### src/tbl_pkg.sv
package tbl_pkg;
  localparam logic [15:0] CNT_BOTTOM = 16'h0000;
  localparam logic [15:0] CNT_MAX = 16'hffff;
  localparam logic [15:0] TOP_8BIT = 16'h00ff;
  localparam logic [15:0] TOP_9BIT = 16'h01ff;
  localparam logic [15:0] TOP_10BIT = 16'h03ff;
  // byte addresses on the 8-bit bus, low byte even, high byte odd
  localparam logic [2:0] ADDR_CNT_LO = 3'h0;
  localparam logic [2:0] ADDR_CNT_HI = 3'h1;
  localparam logic [2:0] ADDR_CMPA_LO = 3'h2;
  localparam logic [2:0] ADDR_CMPA_HI = 3'h3;
  localparam logic [2:0] ADDR_CMPB_LO = 3'h4;
  localparam logic [2:0] ADDR_CMPB_HI = 3'h5;
  localparam logic [2:0] ADDR_CAP_LO = 3'h6;
  localparam logic [2:0] ADDR_CAP_HI = 3'h7;
  localparam logic [7:0] HOLD_RESET = 8'h00;
  localparam logic [15:0] REG_RESET = 16'h0000;
  // top selection codes
  localparam logic [2:0] TOPSEL_MAX = 3'h0;
  localparam logic [2:0] TOPSEL_8BIT = 3'h1;
  localparam logic [2:0] TOPSEL_9BIT = 3'h2;
  localparam logic [2:0] TOPSEL_10BIT = 3'h3;
  localparam logic [2:0] TOPSEL_CMPA = 3'h4;
  localparam logic [2:0] TOPSEL_CAP = 3'h5;
endpackage : tbl_pkg

### src/tbl_bus_if.sv
`timescale 1ns/1ps
`default_nettype none
interface tbl_bus_if;
  logic wr;
  logic rd;
  logic [2:0] addr;
  logic [7:0] wdata;
  modport ctl(output wr, output rd, output addr, output wdata);
  modport hold(input wr, input rd, input addr, input wdata);
endinterface : tbl_bus_if
`default_nettype wire

### src/tbl_byte_access.sv
`timescale 1ns/1ps
`default_nettype none
// Contract
// - bottom flag high whenever count equals zero
// - max flag high whenever count equals all ones
// - top chosen by mode: fixed 65535/255/511/1023, compare A or capture
// - one 8-bit holding byte shared by all four 16-bit registers
// - only low-byte accesses move a 16-bit value
// - low write loads holding byte and written byte in one cycle
// - count or capture low read returns low half and latches upper half into holding
// - compare reads bypass holding byte, leaving it unchanged
// - holding byte survives low writes for reuse
// - counter high location reaches the holding byte instead
// - processor count write beats clear and count in same cycle
module tbl_byte_access (
  input wire logic i_clk_sys,
  input wire logic i_nrst,
  input wire logic i_wr,
  input wire logic i_rd,
  input wire logic [2:0] i_addr,
  input wire logic [7:0] i_wdata,
  output logic [7:0] o_rdata,
  output logic o_rvalid,
  input wire logic i_cnt_clear,
  input wire logic i_cnt_step,
  input wire logic i_cnt_down,
  input wire logic [2:0] i_top_sel,
  input wire logic i_capture,
  output logic [15:0] o_timer_count_value,
  output logic [15:0] o_compare_value_a,
  output logic [15:0] o_compare_value_b,
  output logic [15:0] o_capture_value,
  output logic [15:0] o_top,
  output logic o_bottom,
  output logic o_max,
  output logic o_at_top
);
  logic [15:0] timer_count_value;
  logic [15:0] compare_value_a;
  logic [15:0] compare_value_b;
  logic [15:0] capture_value;
  logic [15:0] next_count;
  logic [15:0] next_cmpa;
  logic [15:0] next_cmpb;
  logic [15:0] next_cap;
  logic [7:0] rdata;
  logic [7:0] next_rdata;
  logic rvalid;
  logic next_rvalid;
  logic [15:0] top;
  logic [15:0] next_top;
  logic bottom;
  logic next_bottom;
  logic max;
  logic next_max;
  logic at_top;
  logic next_at_top;
  logic [7:0] hold;

  tbl_bus_if bus ();
  assign bus.wr = i_wr;
  assign bus.rd = i_rd;
  assign bus.addr = i_addr;
  assign bus.wdata = i_wdata;

  tbl_hold_reg u_hold (
    .i_clk_sys(i_clk_sys),
    .i_nrst(i_nrst),
    .bus(bus),
    .i_upper_cnt(timer_count_value[15:8]),
    .i_upper_cap(capture_value[15:8]),
    .o_hold(hold)
  );

  function automatic logic [15:0] top_of(input logic [2:0] sel,
      input logic [15:0] cmpa, input logic [15:0] cap);
    if (sel == tbl_pkg::TOPSEL_8BIT) begin
      top_of = tbl_pkg::TOP_8BIT;
    end else if (sel == tbl_pkg::TOPSEL_9BIT) begin
      top_of = tbl_pkg::TOP_9BIT;
    end else if (sel == tbl_pkg::TOPSEL_10BIT) begin
      top_of = tbl_pkg::TOP_10BIT;
    end else if (sel == tbl_pkg::TOPSEL_CMPA) begin
      top_of = cmpa;
    end else if (sel == tbl_pkg::TOPSEL_CAP) begin
      top_of = cap;
    end else begin
      top_of = tbl_pkg::CNT_MAX;
    end
  endfunction : top_of

  // registers
  always_comb begin
    next_count = timer_count_value;
    next_cmpa = compare_value_a;
    next_cmpb = compare_value_b;
    next_cap = capture_value;
    if (i_wr && i_addr == tbl_pkg::ADDR_CNT_LO) begin
      next_count = {hold, i_wdata};
    end else if (i_cnt_clear) begin
      next_count = tbl_pkg::CNT_BOTTOM;
    end else if (i_cnt_step && i_cnt_down) begin
      next_count = timer_count_value - 16'h0001;
    end else if (i_cnt_step) begin
      next_count = timer_count_value + 16'h0001;
    end
    if (i_wr && i_addr == tbl_pkg::ADDR_CMPA_LO) begin
      next_cmpa = {hold, i_wdata};
    end
    if (i_wr && i_addr == tbl_pkg::ADDR_CMPB_LO) begin
      next_cmpb = {hold, i_wdata};
    end
    if (i_wr && i_addr == tbl_pkg::ADDR_CAP_LO) begin
      next_cap = {hold, i_wdata};
    end else if (i_capture) begin
      next_cap = timer_count_value;
    end
  end

  // read path and status
  always_comb begin
    next_rvalid = i_rd;
    next_rdata = rdata;
    if (i_rd) begin
      if (i_addr == tbl_pkg::ADDR_CNT_LO) begin
        next_rdata = timer_count_value[7:0];
      end else if (i_addr == tbl_pkg::ADDR_CMPA_LO) begin
        next_rdata = compare_value_a[7:0];
      end else if (i_addr == tbl_pkg::ADDR_CMPA_HI) begin
        next_rdata = compare_value_a[15:8];
      end else if (i_addr == tbl_pkg::ADDR_CMPB_LO) begin
        next_rdata = compare_value_b[7:0];
      end else if (i_addr == tbl_pkg::ADDR_CMPB_HI) begin
        next_rdata = compare_value_b[15:8];
      end else if (i_addr == tbl_pkg::ADDR_CAP_LO) begin
        next_rdata = capture_value[7:0];
      end else begin
        next_rdata = hold;
      end
    end
    next_top = top_of(i_top_sel, next_cmpa, next_cap);
    next_bottom = next_count == tbl_pkg::CNT_BOTTOM;
    next_max = next_count == tbl_pkg::CNT_MAX;
    next_at_top = next_count == next_top;
  end

  always_ff @(posedge i_clk_sys or negedge i_nrst) begin
    if (!i_nrst) begin
      timer_count_value <= tbl_pkg::REG_RESET;
      compare_value_a <= tbl_pkg::REG_RESET;
      compare_value_b <= tbl_pkg::REG_RESET;
      capture_value <= tbl_pkg::REG_RESET;
      rdata <= tbl_pkg::HOLD_RESET;
      rvalid <= 1'b0;
      top <= tbl_pkg::CNT_MAX;
      bottom <= 1'b1;
      max <= 1'b0;
      at_top <= 1'b0;
    end else begin
      timer_count_value <= next_count;
      compare_value_a <= next_cmpa;
      compare_value_b <= next_cmpb;
      capture_value <= next_cap;
      rdata <= next_rdata;
      rvalid <= next_rvalid;
      top <= next_top;
      bottom <= next_bottom;
      max <= next_max;
      at_top <= next_at_top;
    end
  end

  assign o_timer_count_value = timer_count_value;
  assign o_compare_value_a = compare_value_a;
  assign o_compare_value_b = compare_value_b;
  assign o_capture_value = capture_value;
  assign o_rdata = rdata;
  assign o_rvalid = rvalid;
  assign o_top = top;
  assign o_bottom = bottom;
  assign o_max = max;
  assign o_at_top = at_top;

  AST_BOTTOM_FLAG: assert property (@(posedge i_clk_sys) disable iff (!i_nrst)
    o_bottom == (timer_count_value == 16'h0000))
    else $error("bottom flag wrong");
  AST_MAX_FLAG: assert property (@(posedge i_clk_sys) disable iff (!i_nrst)
    o_max == (timer_count_value == 16'hffff))
    else $error("max flag wrong");
  AST_TOP_8BIT: assert property (@(posedge i_clk_sys) disable iff (!i_nrst)
    i_top_sel == tbl_pkg::TOPSEL_8BIT |=> o_top == 16'h00ff)
    else $error("fixed top wrong");
  AST_CNT_WRITE: assert property (@(posedge i_clk_sys) disable iff (!i_nrst)
    (i_wr && i_addr == tbl_pkg::ADDR_CNT_LO)
    |=> timer_count_value == {$past(hold), $past(i_wdata)})
    else $error("count write lost");
  AST_HI_WRITE_NO_MOVE: assert property (@(posedge i_clk_sys)
    disable iff (!i_nrst) (i_wr && i_addr == tbl_pkg::ADDR_CMPB_HI
    && !i_rd) |=> $stable(compare_value_b))
    else $error("high write moved register");
  AST_CMPA_HI_READ: assert property (@(posedge i_clk_sys)
    disable iff (!i_nrst) (i_rd && i_addr == tbl_pkg::ADDR_CMPA_HI)
    |=> o_rvalid && o_rdata == $past(compare_value_a[15:8]))
    else $error("compare high read wrong");
  AST_CNT_HI_READ: assert property (@(posedge i_clk_sys)
    disable iff (!i_nrst) (i_rd && !i_wr && i_addr == tbl_pkg::ADDR_CNT_LO)
    ##1 (i_rd && !i_wr && i_addr == tbl_pkg::ADDR_CNT_HI)
    |=> o_rdata == $past(timer_count_value[15:8], 2))
    else $error("atomic count read wrong");
  AST_REUSE_HOLD: assert property (@(posedge i_clk_sys) disable iff (!i_nrst)
    (i_wr && i_addr == tbl_pkg::ADDR_CMPA_LO) ##1
    (i_wr && i_addr == tbl_pkg::ADDR_CMPB_LO)
    |=> compare_value_b[15:8] == compare_value_a[15:8])
    else $error("holding byte reuse failed");

  COV_CNT_WRITE: cover property (@(posedge i_clk_sys) disable iff (!i_nrst)
    (i_wr && i_addr == tbl_pkg::ADDR_CNT_HI) ##1
    (i_wr && i_addr == tbl_pkg::ADDR_CNT_LO));
  COV_CNT_READ: cover property (@(posedge i_clk_sys) disable iff (!i_nrst)
    (i_rd && i_addr == tbl_pkg::ADDR_CNT_LO) ##1
    (i_rd && i_addr == tbl_pkg::ADDR_CNT_HI));
  COV_WRITE_BEATS_CLEAR: cover property (@(posedge i_clk_sys)
    disable iff (!i_nrst) i_wr && i_addr == tbl_pkg::ADDR_CNT_LO && i_cnt_clear);
  COV_MAX: cover property (@(posedge i_clk_sys) disable iff (!i_nrst) o_max);
endmodule : tbl_byte_access
`default_nettype wire

### src/tbl_hold_reg.sv
`timescale 1ns/1ps
`default_nettype none
module tbl_hold_reg (
  input wire logic i_clk_sys,
  input wire logic i_nrst,
  tbl_bus_if.hold bus,
  input wire logic [7:0] i_upper_cnt,
  input wire logic [7:0] i_upper_cap,
  output logic [7:0] o_hold
);
  logic [7:0] hold;
  logic [7:0] next_hold;

  always_comb begin
    next_hold = hold;
    if (bus.wr && bus.addr[0]) begin
      next_hold = bus.wdata;
    end else if (bus.rd && bus.addr == tbl_pkg::ADDR_CNT_LO) begin
      next_hold = i_upper_cnt;
    end else if (bus.rd && bus.addr == tbl_pkg::ADDR_CAP_LO) begin
      next_hold = i_upper_cap;
    end
    // compare reads and low writes leave it alone
  end

  always_ff @(posedge i_clk_sys or negedge i_nrst) begin
    if (!i_nrst) begin
      hold <= tbl_pkg::HOLD_RESET;
    end else begin
      hold <= next_hold;
    end
  end

  assign o_hold = hold;

  AST_LOW_WRITE_KEEPS: assert property (@(posedge i_clk_sys)
    disable iff (!i_nrst) (bus.wr && !bus.addr[0]) |=> $stable(hold))
    else $error("holding byte changed on low write");
  AST_CMP_READ_KEEPS: assert property (@(posedge i_clk_sys)
    disable iff (!i_nrst)
    (bus.rd && !bus.wr && (bus.addr == tbl_pkg::ADDR_CMPA_LO ||
     bus.addr == tbl_pkg::ADDR_CMPB_LO)) |=> $stable(hold))
    else $error("compare read touched holding byte");
  AST_CNT_READ_LATCH: assert property (@(posedge i_clk_sys)
    disable iff (!i_nrst)
    (bus.rd && !bus.wr && bus.addr == tbl_pkg::ADDR_CNT_LO)
    |=> hold == $past(i_upper_cnt))
    else $error("counter upper byte not latched");
endmodule : tbl_hold_reg
`default_nettype wire

### config.mk
export PLATFORM = sky130hd
export DESIGN_NAME = tbl_byte_access
export DESIGN_NICKNAME = d
export VERILOG_FILES = /design/src/tbl_pkg.sv /design/src/tbl_bus_if.sv /design/src/tbl_byte_access.sv /design/src/tbl_hold_reg.sv
export SDC_FILE = /design/constraint.sdc
export NUM_CORES = 1
export LEC_CHECK = 0
export BUFFER_PORTS_ARGS = -buffer_cell sky130_fd_sc_hd__buf_2
export CAP_MARGIN = 20
export CORE_AREA = 2 2 105 107
export DETAILED_ROUTE_END_ITERATION = 12
export DIE_AREA = 0 0 107 109
export HOLD_SLACK_MARGIN = 0.08
export PLACE_DENSITY_LB_ADDON = 0.25
export SKIP_LAST_GASP = 1
export SLEW_MARGIN = 20
export SYNTH_ARGS = -nofsm -noshare
export SYNTH_HDL_FRONTEND = slang
export SYNTH_SLANG_ARGS = --single-unit
export TNS_END_PERCENT = 100
### constraint.sdc
create_clock -name i_clk_sys -period 6.66 [get_ports i_clk_sys]
set_input_delay 0 -clock i_clk_sys [delete_from_list [all_inputs] [get_ports i_clk_sys]]
set_output_delay 0 -clock i_clk_sys [all_outputs]
set_load 0.1 [all_outputs]
==> flow_metrics.env <==
export IMPL_setup_violations=0
export IMPL_ctsHoldBuffers=16
export IMPL_cp_cell_sequence="dlygate4sd3_1, buf_2, nand4b_1, buf_8, a21oi_1, o21ai_0, dlygate4sd3_1, a211oi_1, xnor2_1, nand4_1, nor3_1"
export IMPL_post_dp_cell_area_sq_um=6177
export IMPL_numCtsBuffers=9
export IMPL_synth_async_reset_ratio=1.000
export IMPL_cts_resized_gates=0
export IMPL_final_nets=673
export IMPL_critPathLaunch="i_wr"
export IMPL_cts_setup_buffers=0
export IMPL_globalRouteOverflowTotal=0
export IMPL_hold_path_class="input pin to async pin"
export IMPL_netlist_instances=547
export IMPL_cp_required_ns=6.94
export IMPL_grt_antenna_before_repair=0
export IMPL_start_util=0.5306
export IMPL_path_class="input pin to flip-flop"
export IMPL_r2r_slack_ns=3.56
export IMPL_nFillCells=917
export IMPL_wirelength_um=17030
export IMPL_drt_first_iter_violations=437
export IMPL_path_max_fanout=18
export IMPL_core_area_sq_um=10600
export IMPL_finalSetupTns_ns=0
export IMPL_hold_violations=0
export IMPL_maxSlewHeadroom=0.3182
export IMPL_dieWidth_um=107
export IMPL_period_share=0.4790
export IMPL_status="completed"
export IMPL_yosys_most_used_dff="dfrtp_1"
export IMPL_max_freq_ghz=0.3135
export IMPL_power_leakage_nw=3.003
export IMPL_endpoint_kind="flip-flop"
export IMPL_grtUsageTotal=0.2986
export IMPL_clkSinkCount=100
export IMPL_area_growth_pct=16.48
export IMPL_fp_dieH_um=109
export IMPL_rsz0062_at_grt="no"
export IMPL_rr_worst_depth=8
export IMPL_root_buffer="clkbuf_8"
export IMPL_crit_path_start_kind="input pin"
export IMPL_arrival_ns=3.47
export IMPL_grt_max_degree=73
export IMPL_first_global_vias=4584
export IMPL_fp_row_count=38
export IMPL_clkTransAtPathRegs_ns=0.10
export IMPL_cap_violations=0
export IMPL_vias_per_cell=6.161
export IMPL_gp_congestion=0.9550
export IMPL_port_buffers=113
export IMPL_final_area_sq_um=6553
export IMPL_fin_worst_skew_ns=0.01284
export IMPL_drtPass1Iterations=6
export IMPL_critical_path_endpoint="o_at_top$_DFF_PN0_"
export IMPL_postRouteAntennaNets=0
export IMPL_ys_warn_count=0
export IMPL_dieArea_sq_um=11660
export IMPL_rr_startpoint="o_timer_count_value[2]$_DFF_PN0_"
export IMPL_clk_latency_ns=0.38
export IMPL_dp_hpwl_um=12350
export IMPL_slew_viol_final=0
export IMPL_seq_area_frac_synth=0.4486
export IMPL_routedWlPerCell_um=21.45
export IMPL_grt_pass1_wl_um=26190
export IMPL_vdd_ir_drop_max_v=0.0002943
export IMPL_tightestPinTransition_ns=1.015
export IMPL_htree_levels=3
export IMPL_diodes=0
export IMPL_max_stage_delay_ns=0.60
export IMPL_multi_input_comb_area_sq_um=2808
export IMPL_final_layout_size_suffix_gt1_frac=0.3150
export IMPL_num_vias=4892
export IMPL_crit_slowest_cell="nand4b_1"
export IMPL_final_util=0.6180
export IMPL_final_seq_area_sq_um=2524
export IMPL_synth_cell_type_count=61
export IMPL_period_minus_slack_ns=3.190
export IMPL_syn_area_sq_um=5625
export IMPL_yosys_register_bits=100
export IMPL_worst_path_most_repeated_cell="dlygate4sd3_1"
export IMPL_syn_nets=571
export IMPL_ioPinCount=114
export IMPL_clk_path_buf_depth=2
export IMPL_synth_edf_count=0
export IMPL_syn_avg_cell_area_sq_um=10.28
export IMPL_drc_errors=0
export IMPL_cts_tree="yes"
export IMPL_power_density_nw_per_um2=360.4
export IMPL_hold_ws_ns=0.09428
export IMPL_crit_reg2reg_capture="o_bottom$_DFF_PN1_"
[report_power, final]
part	leakage [nW]	switching (W)	internal (W)	total (W)
clock	0.0999	0.000213	0.000186	0.000399
sequential	1.25	0.000133	0.000712	0.000845
combinational	1.66	0.000904	0.000214	0.00112
[critical path, delay by kind of cell]
kind                   cells  cell delay [ns]
AO/OA/AOI/OAI              3             0.68
XOR/XNOR                   1             0.17
buffers and inverters      4             1.67
AND/OR/NAND/NOR            3             0.95
[per-layer routing]
metal  vias to the layer above  routed length (um)  global-route usage
met2                       236                8065              0.4618
met3                        30                1196             0.04901
li1                       2199                   -                   -
met4                         0                 449              0.1215
met5                         -                   0                   0
met1                      2427                7316              0.4211
[sequential cells by signal (all words and copies together) (netlist names)]
signal	cells
o_rvalid	1
o_max	1
o_bottom	1
o_at_top	1
o_capture_value	16
o_compare_value_a	16
o_top	16
o_compare_value_b	16
o_timer_count_value	16
u_hold.o_hold	8
o_rdata	8
[cell usage in the layout, fill, tap and decap left out, drive strengths merged, types with 15 or more instances in the layout]
master | netlist | routed
nand2 | 37 | 37
mux2 | 38 | 38
o21ai | 21 | 21
a21oi | 42 | 42
buf | 14 | 118
dfstp | 17 | 17
dlygate4sd3 | 0 | 16
nor2 | 47 | 47
inv | 18 | 19
dfrtp | 83 | 83
xnor2 | 15 | 15
mux2i | 32 | 32
[kinds of logic after synthesis]
| logic type | share of synthesized area |
|---|---|
| simple gates | 0.1515 |
| compound gates | 0.1619 |
| flops | 0.4486 |
| mux | 0.1330 |
| buf+inv | 0.05538 |
| xor+xnor | 0.04515 |
| fa+ha+maj | 0.004448 |
[synthesized netlist by cell type (3+ instances only)]
library cell / number / area [sq um]
nor4bb_1: 3 / 30.03
nor4_1: 4 / 25.02
o22ai_1: 3 / 18.77
mux2_2: 38 / 427.9
a221oi_1: 3 / 26.28
dfstp_2: 17 / 446.7
o31ai_2: 5 / 62.56
dfrtp_1: 83 / 2077
o21ai_1: 3 / 15.01
buf_2: 7 / 35.03
nor3_1: 14 / 70.07
a22oi_1: 5 / 37.54
nand3b_1: 3 / 22.52
o21a_1: 4 / 30.03
nand2_1: 37 / 138.9
nand3_1: 8 / 40.04
a31oi_1: 3 / 18.77
a22o_1: 8 / 70.07
a2111oi_0: 8 / 70.07
clkbuf_1: 25 / 93.84
clkbuf_8: 4 / 55.05
and4b_1: 3 / 30.03
xor2_1: 14 / 122.6
and2_1: 4 / 25.02
o21ai_0: 18 / 90.09
buf_6: 3 / 33.78
a21oi_1: 42 / 210.2
xnor2_1: 15 / 131.4
a222oi_1: 8 / 80.08
mux2i_1: 32 / 320.3
nor2_1: 47 / 176.4
o22a_1: 8 / 70.07
inv_1: 18 / 67.56
nand4_1: 7 / 43.79
buf_4: 3 / 22.52
a211oi_1: 3 / 22.52
[worst min-delay path by stage]
stage / from / end / slack [ns] / cells past startpoint
4_1_cts: i_top_sel[1] / o_top[11]$_DFF_PN1_ / 0.08 / 3
3_5_place_dp: i_nrst / o_timer_count_value[2]$_DFF_PN0_ / -0.06 / 1
3_3_place_gp: i_nrst / o_timer_count_value[1]$_DFF_PN0_ / -0.06 / 1
5_1_grt: i_nrst / o_timer_count_value[5]$_DFF_PN0_ / 0.12 / 2
6_report: i_nrst / u_hold.o_hold[0]$_DFFE_PN0P_ / 0.09 / 2
2_1_floorplan: i_nrst / o_at_top$_DFF_PN0_ / -0.30 / 0
[layout make-up]
cell class | instances | area share
timing repair buffer | 134 | 0.1186
multi-input combinational | 386 | 0.4285
clock buffer | 11 | 0.02158
clock inverter | 5 | 0.009166
inverter | 18 | 0.01031
tap | 140 | 0.02673
sequential | 100 | 0.3851
[through the flow]
stage / instances / worst slack (ns) / power, W
2_1_floorplan: 547 / 3.522 / 0.001734
3_3_place_gp: 760 / 3.392 / 0.001945
3_5_place_dp: 761 / 3.473 / 0.001955
4_1_cts: 793 / 3.572 / 0.002361
5_1_grt: 794 / 3.255 / 0.002441
6_report: 794 / 3.470 / 0.002361
Power figures use the tool's default switching activity.
